$ cat src/hdl/tsr_pkg.sv
// Constants and types for the transmitter shutdown and recovery block
package tsr_pkg;
    // Clock and slow tick
    localparam int unsigned CLK_HZ = 20_000_000;
    localparam int unsigned TICK_PERIOD_MS = 1000;
    localparam int unsigned TICK_CYCLES = CLK_HZ / 1000 * TICK_PERIOD_MS;
    localparam int CNT_W = 14;
    // Times in seconds, then in ticks
    localparam int unsigned DELAY_S = 25;
    localparam int unsigned MINUTE_S = 60;
    localparam int unsigned HOUR_S = 3600;
    localparam logic [CNT_W-1:0] DELAY_TICKS = CNT_W'(DELAY_S * 1000 / TICK_PERIOD_MS);
    localparam logic [CNT_W-1:0] MINUTE_TICKS = CNT_W'(MINUTE_S * 1000 / TICK_PERIOD_MS);
    localparam logic [CNT_W-1:0] HOUR_TICKS = CNT_W'(HOUR_S * 1000 / TICK_PERIOD_MS);
    // Register byte offsets
    localparam logic [7:0] OFS_CTRL = 8'h00;
    localparam logic [7:0] OFS_STATE = 8'h04;
    localparam logic [7:0] OFS_COUNT = 8'h08;
    localparam logic [7:0] OFS_IRQ_STAT = 8'h0c;
    localparam logic [7:0] OFS_IRQ_MASK = 8'h10;
    // Interrupt bit positions
    localparam int IRQ_W = 4;
    localparam int IRQ_SHUTDOWN = 0;
    localparam int IRQ_PULSE = 1;
    localparam int IRQ_RECOVERED = 2;
    localparam int IRQ_PERMANENT = 3;
    // Values after reset
    localparam logic [IRQ_W-1:0] IRQ_MASK_RST = 4'h0;
    localparam logic [1:0] ATTEMPT_RST = 2'h0;
    // Read view of block state
    typedef struct packed {
        logic [24:0] zero;
        logic [1:0] attempt;
        logic activity;
        logic permanent;
        logic detect;
        logic pulse;
        logic latch;
    } tsr_state_t;
endpackage

$ cat src/hdl/tsr_top.sv
// Shutdown monitor and recovery sequencer with an APB register file
//
// Decided for this implementation: register access over APB and the address map.
`timescale 1ns/1ps
`default_nettype none

// Summary of operation
// - Reset pulses at 1 minute, 1, 2 and 3 hours after shutdown.
// - Transmitter running a minute after a pulse returns sequencer to idle.
// - Shutdown within a minute of a pulse waits for next slot.
// - Still down a minute after fourth pulse latches permanent shutdown.
// - Detect flop cleared when idle holds counter at zero.
// - Latch turning on sets detect flop; counter counts ticks from zero.
// - First pulse decoded at one-minute count, higher points excluded.
// - Reset pulse forces latch off while timing continues.
// - Manual button returns sequencer and latch to initial state.
// - RF current below reference removes activity.
// - Each activity transition restarts the shutdown delay.
// - No activity transitions for 25 seconds sets the latch.
// - Steady tone without transitions also leads to shutdown.
// - Latch set turns preamp relay off until latch is reset.
module tsr_top #(
    parameter int unsigned TICK_CYCLES = tsr_pkg::TICK_CYCLES
) (
    // Clock and reset
    input wire logic clk_sys,
    input wire logic nrst,
    // Detector and panel inputs
    input wire logic rf_current_ok,
    input wire logic tone_present,
    input wire logic manual_reset_button,
    // Transmitter controls
    output logic preamp_supply_relay,
    output logic latch_sense_line,
    output logic reset_pulse,
    output logic permanent_shutdown,
    output logic irq,
    // APB slave
    input wire logic psel,
    input wire logic penable,
    input wire logic pwrite,
    input wire logic [7:0] paddr,
    input wire logic [31:0] pwdata,
    output logic [31:0] prdata,
    output logic pready,
    output logic pslverr
);
    import tsr_pkg::*;

    // Every interval counts whole slow ticks, so each decode point carries
    // up to one tick of phase against the event that started it. The tick
    // period is the only scaling knob: decode points stay in seconds and
    // follow whatever rate the prescaler gives.

    // Schedule decode: pulse points and the checks one minute after them
    function automatic logic is_pulse_pt(input logic [CNT_W-1:0] c);
        return (c == MINUTE_TICKS) || (c == HOUR_TICKS)
            || (c == CNT_W'(2 * HOUR_TICKS)) || (c == CNT_W'(3 * HOUR_TICKS));
    endfunction

    // Check points sit one minute after each pulse point, never on a pulse tick
    function automatic logic is_check_pt(input logic [CNT_W-1:0] c);
        return is_pulse_pt(CNT_W'(c - MINUTE_TICKS)) && (c > MINUTE_TICKS);
    endfunction

    // Synchronisers and edge history
    logic [1:0] rf_sync_reg, tone_sync_reg, btn_sync_reg;
    logic act_prev_reg;
    // Prescaler
    logic [31:0] pre_reg;
    logic tick;
    // Monitor and sequencer state
    logic [CNT_W-1:0] delay_reg, elapsed_time_counter;
    logic shutdown_latch, latch_prev_reg, shutdown_detect_flop;
    logic pulse_reg, perm_reg;
    logic [1:0] attempt_reg;
    // Registers
    logic soft_clr_reg;
    logic [IRQ_W-1:0] irq_stat_reg, irq_mask_reg, irq_ev;
    logic [31:0] prdata_reg;

    // Only the second stage is read, so a first stage caught mid-change
    // never reaches the monitor or the sequencer.
    // two-flop synchronisers
    always_ff @(posedge clk_sys or negedge nrst) begin
        if (!nrst) begin
            rf_sync_reg <= 2'h0;
            tone_sync_reg <= 2'h0;
            btn_sync_reg <= 2'h0;
        end else begin
            rf_sync_reg <= {rf_sync_reg[0], rf_current_ok};
            tone_sync_reg <= {tone_sync_reg[0], tone_present};
            btn_sync_reg <= {btn_sync_reg[0], manual_reset_button};
        end
    end

    // Either detector low holds the node low; a healthy transmitter keys
    // the tone, so the node follows the code elements.
    // low RF removes the activity indication
    wire activity_node = rf_sync_reg[1] & tone_sync_reg[1];
    // any transition of the activity node
    wire act_edge = activity_node ^ act_prev_reg;
    // button or software clear restores initial state
    wire clear_all = btn_sync_reg[1] | soft_clr_reg;

    // Free-running prescaler: ticks keep their phase across shutdowns,
    // which is the source of the one-tick spread on every interval.
    // Held at 32 bits so the one-second default period fits.
    // prescaler gives one tick enable per slow period
    assign tick = (pre_reg == TICK_CYCLES - 1);
    always_ff @(posedge clk_sys or negedge nrst) begin
        if (!nrst) begin
            pre_reg <= 32'h0;
        end else if (tick) begin
            pre_reg <= 32'h0;
        end else begin
            pre_reg <= pre_reg + 32'h1;
        end
    end

    // Delay expiry; only a transition, pulse, latch or clear restarts it, so a steady tone expires
    // nominal 25 s without transitions
    wire delay_done = tick && (delay_reg == DELAY_TICKS - CNT_W'(1));
    // No new shutdown while latched or while a pulse is restarting the set
    wire delay_trigger = delay_done && !shutdown_latch && !pulse_reg;

    // Count held at zero while latched or pulsing, so a restarted
    // transmitter always gets a full delay before it can be shut again.
    // Shutdown monitor timer
    always_ff @(posedge clk_sys or negedge nrst) begin
        if (!nrst) begin
            act_prev_reg <= 1'b0;
            delay_reg <= '0;
        end else begin
            act_prev_reg <= activity_node;
            // restart on transition, on pulse and while latched
            if (act_edge || pulse_reg || shutdown_latch || clear_all) begin
                delay_reg <= '0;
            end else if (tick) begin
                delay_reg <= delay_reg + CNT_W'(1);
            end
        end
    end

    // Priority is clear, then pulse, then monitor: a pulse meeting a fresh
    // expiry in one cycle wins, so the restart is never swallowed.
    // Shutdown latch; a reset pulse overrides, then it may set again
    always_ff @(posedge clk_sys or negedge nrst) begin
        if (!nrst) begin
            shutdown_latch <= 1'b0;
            latch_prev_reg <= 1'b0;
        end else begin
            latch_prev_reg <= shutdown_latch;
            if (clear_all || pulse_reg) begin
                shutdown_latch <= 1'b0;
            end else if (delay_trigger) begin
                shutdown_latch <= 1'b1;
            end
        end
    end

    // The latch edge, not its level, starts a run; a held latch starts one only
    // rising edge of the latch is the shutdown event
    wire latch_rise = shutdown_latch & ~latch_prev_reg;
    // first point decoded as exactly one minute
    wire first_pulse_decoder = (elapsed_time_counter == MINUTE_TICKS);
    // Pulse and check decodes share the tick strobe and the detect flop,
    // so nothing in the schedule fires while the sequencer is idle.
    wire pulse_due = tick && shutdown_detect_flop && !perm_reg
        && (first_pulse_decoder || is_pulse_pt(elapsed_time_counter));
    wire check_due = tick && shutdown_detect_flop && !perm_reg
        && is_check_pt(elapsed_time_counter);
    // Only the final check can end in permanent shutdown
    wire last_check = elapsed_time_counter == CNT_W'(3 * HOUR_TICKS + MINUTE_TICKS);
    wire recovered = check_due && !shutdown_latch;
    wire give_up = check_due && shutdown_latch && last_check;

    // While permanent, a later latch rise is ignored; only the button, a
    // software clear or a power-up leaves that state.
    // Recovery sequencer
    always_ff @(posedge clk_sys or negedge nrst) begin
        if (!nrst) begin
            shutdown_detect_flop <= 1'b0;
            elapsed_time_counter <= '0;
            pulse_reg <= 1'b0;
            perm_reg <= 1'b0;
            attempt_reg <= ATTEMPT_RST;
        end else if (clear_all) begin
            shutdown_detect_flop <= 1'b0;
            elapsed_time_counter <= '0;
            pulse_reg <= 1'b0;
            perm_reg <= 1'b0;
            attempt_reg <= ATTEMPT_RST;
        end else begin
            // Pulse register only moves on a tick, so its width is one period
            // pulse lasts one tick
            if (tick) begin
                pulse_reg <= pulse_due;
            end
            // schedule counts from the original shutdown
            if (pulse_due) begin
                attempt_reg <= attempt_reg + 2'h1;
            end
            // Idle: wait for the latch edge; counting: advance once per tick
            if (!shutdown_detect_flop) begin
                // counter held at zero while idle
                elapsed_time_counter <= '0;
                shutdown_detect_flop <= latch_rise && !perm_reg;
            end else if (recovered || give_up) begin
                // running a minute after a pulse, back to idle
                shutdown_detect_flop <= 1'b0;
                elapsed_time_counter <= '0;
                attempt_reg <= ATTEMPT_RST;
                perm_reg <= give_up;
            end else if (tick) begin
                // re-shutdown just keeps counting to next slot
                elapsed_time_counter <= elapsed_time_counter + CNT_W'(1);
            end
        end
    end

    // Relay drive is a gate of two flops, with no decode that could glitch
    // latch or permanent state drops the preamp relay
    assign preamp_supply_relay = ~shutdown_latch & ~perm_reg;
    assign latch_sense_line = shutdown_latch;
    assign reset_pulse = pulse_reg;
    assign permanent_shutdown = perm_reg;

    // Interrupt events
    // Each event is a one-cycle strobe; the status bits hold it until
    // software writes a one back.
    assign irq_ev[IRQ_SHUTDOWN] = latch_rise;
    assign irq_ev[IRQ_PULSE] = pulse_due;
    assign irq_ev[IRQ_RECOVERED] = recovered;
    assign irq_ev[IRQ_PERMANENT] = give_up;
    // Level output: high while any unmasked status bit stands
    assign irq = |(irq_stat_reg & irq_mask_reg);

    // APB decode; zero wait states, data captured in the setup cycle
    // A status read may lag the live state by one clock, since data is
    // captured in the setup cycle; writes land at the access edge.
    // Unmapped offsets answer with an error and leave every register alone.
    wire setup = psel & ~penable;
    wire wr_en = psel & penable & pwrite;
    wire hit_ctrl = paddr == OFS_CTRL;
    wire hit_state = paddr == OFS_STATE;
    wire hit_count = paddr == OFS_COUNT;
    wire hit_stat = paddr == OFS_IRQ_STAT;
    wire hit_mask = paddr == OFS_IRQ_MASK;
    wire mapped = hit_ctrl | hit_state | hit_count | hit_stat | hit_mask;
    // No wait states: every access completes in its first access cycle
    assign pready = 1'b1;
    assign pslverr = psel & penable & ~mapped;
    assign prdata = prdata_reg;

    // Status view in the bit order of the read map; upper bits read zero
    tsr_state_t state_view;
    assign state_view = '{zero: '0, attempt: attempt_reg, activity: activity_node,
        permanent: perm_reg, detect: shutdown_detect_flop, pulse: pulse_reg,
        latch: shutdown_latch};

    wire [31:0] rd_mux = hit_state ? 32'(state_view)
        : hit_count ? 32'(elapsed_time_counter)
        : hit_stat ? 32'(irq_stat_reg)
        : hit_mask ? 32'(irq_mask_reg)
        : 32'h0;

    // Read data register
    // Writes load zero, so a stale read value never stands after a write
    always_ff @(posedge clk_sys or negedge nrst) begin
        if (!nrst) begin
            prdata_reg <= 32'h0;
        end else if (setup) begin
            prdata_reg <= pwrite ? 32'h0 : rd_mux;
        end
    end

    // Control, mask and sticky status; a new event beats a write-one clear
    always_ff @(posedge clk_sys or negedge nrst) begin
        if (!nrst) begin
            soft_clr_reg <= 1'b0;
            irq_mask_reg <= IRQ_MASK_RST;
            irq_stat_reg <= '0;
        end else begin
            // One-clock strobe; it joins the button on the clear path
            soft_clr_reg <= wr_en && hit_ctrl && pwdata[0];
            if (wr_en && hit_mask) begin
                irq_mask_reg <= pwdata[IRQ_W-1:0];
            end
            if (wr_en && hit_stat) begin
                irq_stat_reg <= (irq_stat_reg & ~pwdata[IRQ_W-1:0]) | irq_ev;
            end else begin
                irq_stat_reg <= irq_stat_reg | irq_ev;
            end
        end
    end

endmodule // tsr_top

`default_nettype wire

$ cat config.mk
export PLATFORM = sky130hd
export DESIGN_NAME = tsr_top
export DESIGN_NICKNAME = d
export VERILOG_FILES = /design/src/hdl/tsr_pkg.sv /design/src/hdl/tsr_top.sv
export SDC_FILE = /design/constraint.sdc
export NUM_CORES = 1
export LEC_CHECK = 0
export ABC_AREA = 1
export BUFFER_PORTS_ARGS = -buffer_cell sky130_fd_sc_hd__buf_2
export CAP_MARGIN = 0
export CORE_AREA = 2 2 112 114
export DETAILED_ROUTE_END_ITERATION = 8
export DIE_AREA = 0 0 114 116
export GPL_ROUTABILITY_DRIVEN = 1
export PLACE_DENSITY = 0.73
export SLEW_MARGIN = 5
export SYNTH_ARGS = -nofsm -noshare
export SYNTH_HDL_FRONTEND = slang
export SYNTH_SLANG_ARGS = --single-unit
$ cat constraint.sdc
create_clock -name clk_sys -period 2.4 [get_ports clk_sys]
set_input_delay 0.24 -clock clk_sys [delete_from_list [all_inputs] [get_ports clk_sys]]
set_output_delay 0.24 -clock clk_sys [all_outputs]
set_load 0.005 [all_outputs]
# Word level (Yosys, flattened, before mapping)
# Cells that the tools add are included.
# classes
n_eq_ne,16
order_cmp,1
add_sub_neg,5
n_mux,27
bitwise,23
reduce_logical,39
# op_table
operator,n
$mux W14,9
$eq A14 B14 Y1 const B,3
$add A32 B1 Y32 const B,1
$eq A32 B25 Y1 const B,1
$mux W32,1
$add A14 B1 Y14 const B,2
$eq A14 B12 Y1 const B,2
$eq A14 B13 Y1 const B,2
$eq A14 B6 Y1 const B,2
$eq A8 B4 Y1 const B,2
$logic_and A1 B1 Y1,16
$eq A14 B5 Y1 const B,1
$gt A14 B6 Y1 const B,1
$sub A14 B6 Y14 const B,1
$logic_or A1 B1 Y1,12
$mux W4,3
$mux W1,10
$reduce_bool A2 Y1,5
$and A4 B4 Y4,2
$eq A8 B3 Y1 const B,1
$eq A8 B5 Y1 const B,1
$logic_not A8 Y1,1
$mux W2,4
$or A4 B4 Y4,2
10 further kinds,26
# word_totals
regBits,115
in_bits,48
wordCells,128
out_inout_bits,39

# Logic depth before layout (Yosys ltp)
# logic_depth
word_depth,13
mapped_depth,17
mapped_depth_nobuf,16

# Worst setup path after synthesis
# Ideal clock, no wire load.
# synth_timing
kind,reg2reg
from,reg pre_reg[0]
to,reg pre_reg[30]
setup_slack_ns,0.503
required_ns,2.281
setup_ns,0.119
path_buffers,0
t_arrival_ns,1.778
period_less_slack_ns,1.897
stages_incl_launch_ff,16
path_cell_list,dfrtp_1 ha_1 nand2_1 inv_2 nand4_4 nor2_4 inv_2 nor2_2 inv_1 nor2_1 nand2_2 nor2_4 nand2_1 nor2_1 a21oi_1 o21a_1
# synth_via
elab_chain_len,2
elab_cells_between_ends,3
cone_classes,add/sub (1); eq/ne (1); mux (1)
# synth_lines
item,line_no,text
from (decl),tsr_top.sv:70,logic [31:0] pre_reg;
from (signal assigned),tsr_top.sv:117,pre_reg <= pre_reg + 32'h1;
$add A32 B1 Y32 / $eq A32 B25 Y1 (equally long branches),"tsr_top.sv:117, tsr_top.sv:110",
$mux W32 (*),tsr_top.sv:114,end else if (tick) begin
# Mark *: on every way between the ends. The rest lies on a longest branch, timed or not.
# A chain may end at the register's enable or synchronous reset.

# Worst setup path after layout
# layout_timing
from,reg pre_reg[0]
to,reg delay_reg[7]
# layout_via
elab_chain_len,2
# layout_lines
item,line_no,text
$eq A32 B25 Y1,tsr_top.sv:110,assign tick = (pre_reg == TICK_CYCLES - 1);
$reduce_bool A2 Y1 (no source line),n/a,
to (signal assigned),tsr_top.sv:140,delay_reg <= delay_reg + CNT_W'(1);
to (decl),tsr_top.sv:73,"logic [CNT_W-1:0] delay_reg, elapsed_time_counter;"
# Every way passes these cells.

==> flow_summary.ini <==
[synthesis]
synth_ff_type = dfrtp_1
yosys_register_bits = 97
async_flop_share_pct = 100
ys_warn_count = 0
synthCells = 787
synth.distinct_cells = 44
synthTopCellsByArea = dfrtp_1 41%, nand2_1 10%, inv_1 7.2%
synth.most_common_cell = nand2_1
yosys.area.top_type = dfrtp_1
synth_top_area_share_pct = 41.3
synth_edf_count = 0
syn_avg_cell_area_sq_um = 7.47
yosysSeqAreaShare_pct = 41.3
synthesis.area_sq_um = 5880
synth_commonest_cells = 156 x nand2_1, 112 x inv_1, 97 x dfrtp_1, 81 x nor2_1, 57 x nand3_1

[cts]
cts_buffers = 9
clk-insertion-delay-late_ns = 0.35
clk_pin_slew_worst_paths_ns = 0.07
h-tree-depth = 3
cts_tree = yes
clk_path_buf_depth = 2
cts-root-buf = clkbuf_16
postCtsSetupBuffers = 0
numClockSinks = 97

[timing]
relSlewSlack_pct = 58.7
grt_setup_unrepaired = false
fin_crit_ns = 2.22
holdWs_ns = 0.145
max_freq_ghz = 0.451
fin_skew_ns = 0.00765
setup_violations = 0
worst_slack_ns = 0.185
drv_slew = 0
period_share_pct = 92.3
tns_ns = 0
hold_viol_final = 0
worst_pin_slew_ns = 0.619

[cells_and_area]
stdcell_count = 990
largest_reg_flops = 32
diodes = 0
fin_area_sq_um = 6580
drive_gt1_share_pct = 13.5
area_delta_synth_final_pct = 12.0
final_core_util_pct = 55.3
final_nets = 891

[placement]
dp_hpwl_um = 10400
io_buffers = 39
numPlacedInstances = 970
place_area_sq_um = 6220
place_congestion = 0.982
pre_cts_ws_ns = 0.168

[critical_path]
crit_start = pre_reg[0]
critPathLaunchType = flip-flop
crit_type = reg2reg
worst-r2r-setup-slack_ns = 0.18
crit_path_end_kind = flip-flop
crit_required_ns = 2.64
r2r_cells = 13
cp.arrival_ns = 2.46
crit_fanout = 14
r2r-start = pre_reg[0]
r2r-end = delay_reg[7]
cp-endpoint = delay_reg[7]

[floorplan]
fp-row-count = 40
initial_core_util_pct = 49.3
die_h_um = 116
core_area_sq_um = 11900
die_area_sq_um = 13200
die_w_um = 114
ios = 87

[global_routing]
grt_pass1_wl_um = 23100
grt_max_degree = 46
antenna_found_initial = 0
grt_pass1_vias = 4946
grt-ovfl-total = 0
grt_util_all_layers_pct = 22.1

[job]
drv_cap = 0

[drt]
drtPass1Iterations = 7
postRouteWirelength_um = 13800
wl_per_cell_um = 13.9
dr.max_layer_used = met4
post_drt_via_cell_ratio = 5.32
drcViolationCount = 0
final_antenna_net_count = 0
drt_iter0_drc = 316
via_count = 5271
routedLengthMet1_um = 6170
dr_wl_met2_um = 6570
wl_met3_um = 738

[status]
outcome = completed

[min_path]
hold_path.class = in2reg

[power]
p_per_area_nw_per_um2 = 496
p_leak_nw = 3.09
finalPower_mw = 3.26
peakVddDrop_uv = 588
## layout make-up
class	instances	area [sq um]
fill	1159	5330
timing repair buffer	56	348
inverter	121	454
sequential	97	2430
clock inverter	4	50.0
tap	147	184
clock buffer	12	267
multi-input combinational	553	2850
## where the power goes
group / leakage [nW] / switching (mW) / internal (mW) / total [mW]
Sequential: 1.31 / 0.00349 / 1.64 / 1.65
Combinational: 1.63 / 0.0871 / 0.0351 / 0.122
Clock: 0.151 / 0.606 / 0.891 / 1.50
## timing repair
item | in CTS | in global routing
hold endpoints to repair | 46 | 0
setup endpoints to repair | 0 | 5
resized for setup | 0 | 4
hold buffers | 4 | 0
## layer usage
metal	global-route usage [%]	vias to the layer above
li1	-	2657
met1	28.2	2428
met2	37.4	160
met3	4.03	26
met4	8.62	0
met5	0	-
## how the worst min path moves through the flow
stage | cells after the start | from | slack, ns | endpoint
detailed placement | 1 | nrst | 0.29 | soft_clr_reg
finish | 3 | pwdata[0] | 0.14 | soft_clr_reg
CTS | 3 | pwdata[0] | 0.13 | soft_clr_reg
global placement | 1 | nrst | 0.28 | btn_sync_reg[1]
floorplan | 0 | nrst | -0.06 | act_prev_reg
global route | 3 | pwdata[0] | 0.15 | soft_clr_reg
## cells in the final DEF, fill, tap and decap left out, types with 4 or more instances in the layout
cell / Yosys / layout
clkbuf_16: 0 / 9
conb_1: 2 / 19
nand3_1: 57 / 57
buf_4: 21 / 13
inv_1: 112 / 111
xor2_1: 16 / 16
dfrtp_1: 97 / 97
nand4_1: 30 / 30
nand2_1: 156 / 156
o21ai_0: 39 / 39
xnor2_1: 4 / 4
nor2_1: 81 / 78
buf_2: 8 / 38
a32o_1: 5 / 5
o211ai_1: 5 / 5
ha_1: 5 / 5
nor2_2: 7 / 10
dlygate4sd3_1: 0 / 4
nor4_1: 12 / 12
nor3_1: 38 / 38
a21oi_1: 27 / 27
or2_2: 5 / 5
nand2_2: 7 / 7
nor2_4: 5 / 5
inv_2: 8 / 9
o31ai_1: 7 / 7
## critical path, stage by stage, from the launching register on
cell and delay [ns]:
dfrtp_1 0.39, ha_1 0.18, nand2_1 0.06, inv_2 0.08
nand4_4 0.10, nor2_4 0.16, inv_2 0.08, nor2_1 0.11
nand3_1 0.10, buf_4 0.22, nor4_1 0.38, nand3_1 0.12
nand2_1 0.08, a21oi_1 0.04
## logic make-up after synthesis
group	synth area share, %
buffers and inverters	11.3
flip-flops	41.3
adder cells (fa/ha/maj)	1.06
other	0.128
AO/OA/AOI/OAI	9.79
AND/OR/NAND/NOR	33.4
XOR/XNOR	2.98
Power figures use the tool's default switching activity.
